**config.mk**
```make
export PLATFORM = sky130hd
export DESIGN_NAME = attach_remedy_event_flags
export DESIGN_NICKNAME = d
export VERILOG_FILES = /design/src/include/remedy_event_pkg.sv /design/src/logic/event_flag_bit.sv /design/src/logic/attach_remedy_event_flags.sv
export SDC_FILE = /design/constraint.sdc
export NUM_CORES = 1
export LEC_CHECK = 0
export ABC_AREA = 1
export ABC_CLOCK_PERIOD_IN_PS = 1530
export BUFFER_PORTS_ARGS = -buffer_cell sky130_fd_sc_hd__buf_4
export CORE_ASPECT_RATIO = 1.1
export CORE_MARGIN = 2
export CORE_UTILIZATION = 45
export DETAILED_ROUTE_END_ITERATION = 10
export PLACE_DENSITY = 0.72
export SLEW_MARGIN = 20
export SYNTH_ARGS = -nofsm -noshare
export SYNTH_HDL_FRONTEND = slang
export SYNTH_HIERARCHICAL = 1
export SYNTH_SLANG_ARGS = --single-unit
```
**constraint.sdc**
```tcl
create_clock -name clk -period 1.53 [get_ports clk]
set_input_delay 0.306 -clock clk [delete_from_list [all_inputs] [get_ports clk]]
set_output_delay 0.306 -clock clk [all_outputs]
set_load 0.1 [all_outputs]
```
**src/include/remedy_event_pkg.sv**
```systemverilog
// remedy event flag register constants and carrier types
// assumes a single clock domain and an 8-bit register access port
`default_nettype none

package remedy_event_pkg;

	// ****************************************
	// register map
	// ****************************************
	localparam logic [7:0] event_flags_offset = 8'h15;
	localparam logic [7:0] event_mask_offset = 8'h0f;
	localparam logic [7:0] event_flags_reset = 8'h00;
	localparam logic [7:0] event_mask_reset = 8'h00;
	localparam logic [7:0] implemented_bits = 8'h6f;

	// ****************************************
	// field positions
	// ****************************************
	localparam int remedy_started_bit = 0;
	localparam int forced_role_done_bit = 1;
	localparam int forced_role_failed_bit = 2;
	localparam int remedy_failed_bit = 3;
	localparam int remedy_vbus_on_bit = 5;
	localparam int remedy_vbus_off_bit = 6;
	localparam int event_count = 8;

	// register access request
	typedef struct packed {
		logic wr;
		logic rd;
		logic [7:0] addr;
		logic [7:0] wdata;
	} reg_req_s;

	// internal event sources, one pulse each
	typedef struct packed {
		logic remedy_vbus_off;
		logic remedy_vbus_on;
		logic remedy_failed;
		logic forced_role_failed;
		logic forced_role_done;
		logic remedy_started;
	} event_src_s;

endpackage : remedy_event_pkg

`default_nettype wire

```
**src/logic/event_flag_bit.sv**
```systemverilog
// one sticky write-one-to-clear flag with mask gating
// assumes synchronous active-low reset and a clock enable
`default_nettype none

module event_flag_bit
(
	// clock and reset
	input wire logic clk,
	input wire logic resetn,
	input wire logic ce,
	// control
	input wire logic set,
	input wire logic clear,
	input wire logic mask,
	// state
	output logic flag,
	output logic pending
);

	// set beats clear in the same cycle
	always_ff @(posedge clk)
	begin
		if (!resetn)
			flag <= 1'b0;
		else if (ce)
		begin
			if (set)
				flag <= 1'b1;
			else if (clear)
				flag <= 1'b0;
		end
	end

	// mask only hides the flag from the pin
	assign pending = flag & ~mask;

endmodule : event_flag_bit

`default_nettype wire

```
**src/logic/attach_remedy_event_flags.sv**
```systemverilog
// event flag and mask registers of the attach remedy logic
// assumes register port requests synchronous to clk, one per cycle
// assumes event sources give one-cycle pulses on clk
// assumes the host clears flags by writing ones
`default_nettype none

module attach_remedy_event_flags
#(
	parameter int width = 8
)
(
	// clock and reset
	input wire logic clk,
	input wire logic resetn,
	input wire logic ce,
	// register access port
	input wire remedy_event_pkg::reg_req_s req,
	output logic [width-1:0] rdata,
	// event sources
	input wire remedy_event_pkg::event_src_s events,
	input wire logic remedy_active,
	// interrupt pin
	output logic int_n
);

	// ****************************************
	// local constants
	// ****************************************
	// register-wide copies of the package maps
	localparam logic [width-1:0] impl_bits = remedy_event_pkg::implemented_bits[width-1:0];
	localparam logic [width-1:0] mask_reset = remedy_event_pkg::event_mask_reset[width-1:0];

	// ****************************************
	// register decode
	// ****************************************
	// register selects and qualified strobes
	logic flags_hit;
	logic mask_hit;
	logic flags_wr;
	logic mask_wr;
	logic rd_take;

	// address match for the two mapped registers
	assign flags_hit = (req.addr == remedy_event_pkg::event_flags_offset);
	assign mask_hit = (req.addr == remedy_event_pkg::event_mask_offset);

	// writes and reads only count on enabled edges
	assign flags_wr = ce & req.wr & flags_hit;
	assign mask_wr = ce & req.wr & mask_hit;
	assign rd_take = ce & req.rd;

	// ****************************************
	// event qualification
	// ****************************************
	// gated vbus requests
	logic vbus_off_req;
	logic vbus_on_req;

	// vbus requests only count while the remedy runs
	assign vbus_off_req = events.remedy_vbus_off & remedy_active;
	assign vbus_on_req = events.remedy_vbus_on & remedy_active;

	// ****************************************
	// event set map
	// ****************************************
	// per-bit set strobes
	logic [width-1:0] set_vec;

	// place each event on its bit, reserved bits never set
	always_comb
	begin
		set_vec = '0;
		// remedy progress and vbus requests
		set_vec[remedy_event_pkg::remedy_vbus_off_bit] = vbus_off_req;
		set_vec[remedy_event_pkg::remedy_vbus_on_bit] = vbus_on_req;
		set_vec[remedy_event_pkg::remedy_failed_bit] = events.remedy_failed;
		set_vec[remedy_event_pkg::remedy_started_bit] = events.remedy_started;
		// forced role outcomes
		set_vec[remedy_event_pkg::forced_role_failed_bit] = events.forced_role_failed;
		set_vec[remedy_event_pkg::forced_role_done_bit] = events.forced_role_done;
	end

	// ****************************************
	// clear map
	// ****************************************
	// per-bit clear strobes
	logic [width-1:0] clear_vec;

	// ones clear their flag, zeros leave it alone
	always_comb
	begin
		clear_vec = '0;
		if (flags_wr)
		begin
			clear_vec = req.wdata[width-1:0] & impl_bits;
		end
	end

	// ****************************************
	// flag storage
	// ****************************************
	// flag, pending and mask vectors
	logic [width-1:0] flags;
	logic [width-1:0] pending;
	logic [width-1:0] mask_reg;

	// one sticky cell per implemented bit
	genvar i;
	generate
		for (i = 0; i < width; i++)
		begin : g_flag
			if (impl_bits[i])
			begin : g_impl
				// sticky cell, set wins over clear
				event_flag_bit u_bit
				(
					.clk(clk),
					.resetn(resetn),
					.ce(ce),
					.set(set_vec[i]),
					.clear(clear_vec[i]),
					.mask(mask_reg[i]),
					.flag(flags[i]),
					.pending(pending[i])
				);
			end
			else
			begin : g_rsvd
				// reserved bits read zero and never pend
				assign flags[i] = 1'b0;
				assign pending[i] = 1'b0;
			end
		end
	endgenerate

	// ****************************************
	// mask register
	// ****************************************
	// mask writes keep reserved bits at zero
	always_ff @(posedge clk)
	begin
		if (!resetn)
		begin
			mask_reg <= mask_reset;
		end
		else if (mask_wr)
		begin
			mask_reg <= req.wdata[width-1:0] & impl_bits;
		end
	end

	// ****************************************
	// read data
	// ****************************************
	// read mux output
	logic [width-1:0] read_value;

	// read mux, unmapped addresses give zero
	always_comb
	begin
		read_value = '0;
		if (flags_hit)
		begin
			read_value = flags;
		end
		else if (mask_hit)
		begin
			read_value = mask_reg;
		end
	end

	// read data registered and held until the next read
	always_ff @(posedge clk)
	begin
		if (!resetn)
		begin
			rdata <= '0;
		end
		else if (rd_take)
		begin
			rdata <= read_value;
		end
	end

	// ****************************************
	// pending summary
	// ****************************************
	// any unmasked flag
	logic any_pending;

	// one unmasked flag is enough to pull the pin
	assign any_pending = |pending;

	// ****************************************
	// interrupt pin
	// ****************************************
	// pin follows pending one enabled edge later
	always_ff @(posedge clk)
	begin
		if (!resetn)
		begin
			int_n <= 1'b1;
		end
		else if (ce)
		begin
			int_n <= ~any_pending;
		end
	end

endmodule : attach_remedy_event_flags

`default_nettype wire

```
Word level (Yosys, flattened, before mapping)
Index checks and enable logic that the tools add are counted.
{"block": "word_totals", "inputBits": 28, "register_bits": 21, "elab_cells": 58, "out_inout_bits": 9}
{"block": "op_classes", "n_mux": 15, "eq_ne": 2, "bitwise_logic": 19, "n_reduce_logical": 13}
{"cell": "$mux 7", "n": 3}
{"cell": "$and 1x1->1", "n": 12}
{"cell": "$mux 1", "n": 12}
{"cell": "$reduce_and 2->1", "n": 6}
{"cell": "$reduce_bool 2->1", "n": 6}
{"cell": "$eq 8x4->1 const B", "n": 1}
{"cell": "$eq 8x5->1 const B", "n": 1}
{"cell": "$not 1->1", "n": 7}
{"cell": "$reduce_or 6->1", "n": 1}

Depth between registers and ports, before layout
{"block": "depth", "ltp_word": 5, "mapped_depth": 8, "ltp_nobuf": 8}

Hierarchy
The synthesis kept the hierarchy.
{"mod": "attach_remedy_event_flags", "cells_per_inst": 127, "area_per_inst_um2": 802.0, "seq_area_each_um2": 260.2, "instances": 1}
{"mod": "event_flag_bit", "cells_per_inst": 8, "area_per_inst_um2": 51.3, "seq_area_each_um2": 20.0, "instances": 6}

Worst setup path after synthesis
No wires, ideal clock.
{"block": "synth_path", "kind": "register to register", "from": "reg, netlist name rdata[0]", "to": "reg rdata[0]", "stages_incl_launch_ff": 3, "setup_slack_ns": 0.231, "path_buffers": 0, "setup_time_ns": 0.065, "arrival_ns": 1.234, "required_time_ns": 1.465, "synth_period_minus_slack_ns": 1.299, "path_cell_list": "dfxtp_1 o21ai_0 nor2_1"}
{"item": "end signal: assignment", "line": "attach_remedy_event_flags.sv:181", "source": "rdata <= read_value;"}
{"item": "end: declaration", "line": "attach_remedy_event_flags.sv:18", "source": "output logic [width-1:0] rdata,"}

Worst setup path after layout
{"block": "layout_path", "from": "reg rdata[2]", "to": "out rdata[2]"}
No word-level cell between the ends.

==> results.json <==
{
  "synth.area.top_cells": "dfxtp_1 (34%), nand2_1 (15%), inv_1 (10%)",
  "p_int_uw": 708.5,
  "synthCells": 175,
  "nFillCells": 252,
  "setup_slack_ns": 0.2863,
  "clk_latency_ns": 0.29,
  "nets": 239,
  "synthTopCellsByCount": "nand2_1 (44), inv_1 (30), nor2_1 (25), dfxtp_1 (19), nand3_1 (16)",
  "switchingPower_uw": 367.2,
  "crit_path_end_kind": "primary output",
  "worstSetupPathType": "flop to primary output",
  "grt_max_degree": 14,
  "cp.required_ns": 1.22,
  "period_share_pct": 81.29,
  "combPwrFrac_pct": 27.1,
  "die_h_um": 56.09,
  "fin_setup_tns_ns": 0,
  "pwr-share-seq_pct": 49.3,
  "slew_violations": 0,
  "place.gp.congestion": 0.8086,
  "hold_path_class": "input pin to flop",
  "cp_top_family": "flip-flops",
  "clockPowerShare_pct": 23.6,
  "power.leakage_uw": 0.0007161,
  "wl_mm": 2.398,
  "start_util_pct": 48.31,
  "cp_num_buf_inv": 1,
  "grt.total_usage_pct": 18.18,
  "setup_viol": 0,
  "crit_slowest_cell": "dfxtp_1",
  "via_count": 1137,
  "endpoint": "rdata[2]",
  "vdd_ir_drop_max_uv": 553.0,
  "ys_seq_elements": 19,
  "cp.depth": 1,
  "die_x_um": 51.35,
  "antenna_found_initial": 0,
  "grt_pass1_vias": 985,
  "ctsResizeCount": 0,
  "ff2ff_path_depth": 5,
  "area_growth_pct": 26.61,
  "rsz0062_at_grt": "no",
  "finalHoldViolations": 0,
  "synth_top_flop_cell": "dfxtp_1",
  "pin_count": 37,
  "worstPathMaxFanout": 2,
  "seq_area_frac_synth_pct": 34.27,
  "grt_pass1_wl_mm": 4.084,
  "cts_tree": "built",
  "root_buffer": "clkbuf_4",
  "slowest_delay_ns": 0.35,
  "arrival_ns": 0.94,
  "dp_slack_ns": 0.1880,
  "status": "complete, no violations",
  "reg2reg_from": "g_flag[1].g_impl.u_bit/flag$_SDFFE_PN0P_",
  "dpl.cell_count": 236,
  "cp_cell_sequence": "buf_4",
  "synth.cell_area_sq_um": 1110,
  "fmax_mhz": 804.1,
  "syn_area_per_cell_sq_um": 6.342,
  "first_iter_violations": 27,
  "stdcell_count": 240,
  "clk_pin_slew_ns": 0.12,
  "async_flop_share_pct": 0,
  "cap_violations": 0,
  "placementRows": 18,
  "fin_crit_ns": 1.244,
  "synth_most_common_cell": "nand2_1",
  "cts_buffer_depth": 2,
  "drt.antenna.violating_nets": 0,
  "crit_start": "rdata[2]$_SDFFE_PN0P_",
  "cts_setup_buffers": 0,
  "synth_edf_count": 0,
  "n_antenna_cell": 0,
  "clock_sinks": 19,
  "rr_endpoint": "int_n$_SDFFE_PN1P_",
  "rrSetupSlack_ns": 0.64,
  "synth_top_area_cell": "dfxtp_1",
  "wl_per_cell_um": 9.992,
  "core-area_sq_um": 2297,
  "clock_skew_ns": 0.008915,
  "yosysWarnings": 6,
  "final_util_pct": 61.17,
  "drive_gt1_share_pct": 27.62,
  "yosysTopAreaCellShare_pct": 34.27,
  "firstDrtPassIters": 5,
  "powerDensity_nw_per_um2": 765.6,
  "dp_hpwl_mm": 1.891,
  "cts_buffers": 3,
  "fp.dieArea_sq_um": 2880,
  "routed_via_density": 4.738,
  "drc": 0,
  "ys_types": 22,
  "netSwitchingFraction_pct": 34.14,
  "worstSetupStartpointType": "flop",
  "gr-total-overflow": 0,
  "io_buffers": 32,
  "ctsHoldBuffers": 0,
  "htreeDepth": 1
}
[metrics by stage]
stage / hold WS (ns) / total power, uW / cell area, sq um
after floorplan: 0.4275 / 739.4 / 1114
final: 0.2513 / 1076 / 1405
after detailed placement: 0.4637 / 833.9 / 1378
after CTS: 0.2449 / 1086 / 1405
after global routing: 0.2312 / 1143 / 1405
after global placement: 0.4546 / 830.1 / 1378
[power by group through the flow]
stage,Clock [uW],Sequential [uW],Combinational (uW)
6_report,254,530,292
5_1_grt,294,533,316
4_1_cts,263,530,294
3_5_place_dp,0,541,293
3_3_place_gp,0,540,290
2_1_floorplan,0,619,120
[layout make-up]
class / instances / area, sq um / share of cell area [%]
multi-input combinational: 117 / 561.8 / 39.98
sequential: 19 / 380.4 / 27.07
timing repair buffer: 36 / 270.3 / 19.23
inverter: 34 / 127.6 / 9.083
tap: 30 / 37.54 / 2.671
clock buffer: 3 / 22.52 / 1.603
clock inverter: 1 / 5.005 / 0.3562
[kinds of logic after synthesis]
logic type,synth area share (%)
AO/OA/AOI/OAI,8.342
other,0.3379
AND/OR/NAND/NOR,41.60
buffers and inverters,15.44
flip-flops,34.27
[per-layer routing]
| layer | share of wire (%) | track usage (%) | vias up |
|---|---|---|---|
| met5 | 0 | 0 | - |
| met4 | 0.63 | 4.511 | 0 |
| met3 | 5.3 | 3.226 | 2 |
| met2 | 51 | 30.61 | 36 |
| met1 | 43 | 23.79 | 498 |
| li1 | - | - | 601 |
[cells in the final DEF, fill, tap and decap left out]
cell type and count:
buf_4 36, nor2_2 3, nor2_1 25, nor2_8 1, o21ai_0 1, nor4_1 1
nand3_1 16, dfxtp_1 19, clkinv_2 1, inv_1 30, or2_4 1, nand4_1 6
clkbuf_4 3, a21oi_2 6, a21oi_1 7, conb_1 2, nand2_1 44, inv_2 4
nand2_2 1, nor3_1 1, nand3_2 2
[how the worst min path moves through the flow]
stage / start / endpoint / slack [ns] / depth (start not counted)
2_1_floorplan: resetn / g_flag[0].g_impl.u_bit/flag$_SDFFE_PN0P_ / 0.43 / 2
3_3_place_gp: int_n$_SDFFE_PN1P_ / int_n$_SDFFE_PN1P_ / 0.45 / 2
3_5_place_dp: int_n$_SDFFE_PN1P_ / int_n$_SDFFE_PN1P_ / 0.46 / 2
4_1_cts: events[2] / g_flag[2].g_impl.u_bit/flag$_SDFFE_PN0P_ / 0.24 / 3
5_1_grt: events[2] / g_flag[2].g_impl.u_bit/flag$_SDFFE_PN0P_ / 0.23 / 3
6_report: events[2] / g_flag[2].g_impl.u_bit/flag$_SDFFE_PN0P_ / 0.25 / 3
(Power assumes the default switching activity.)
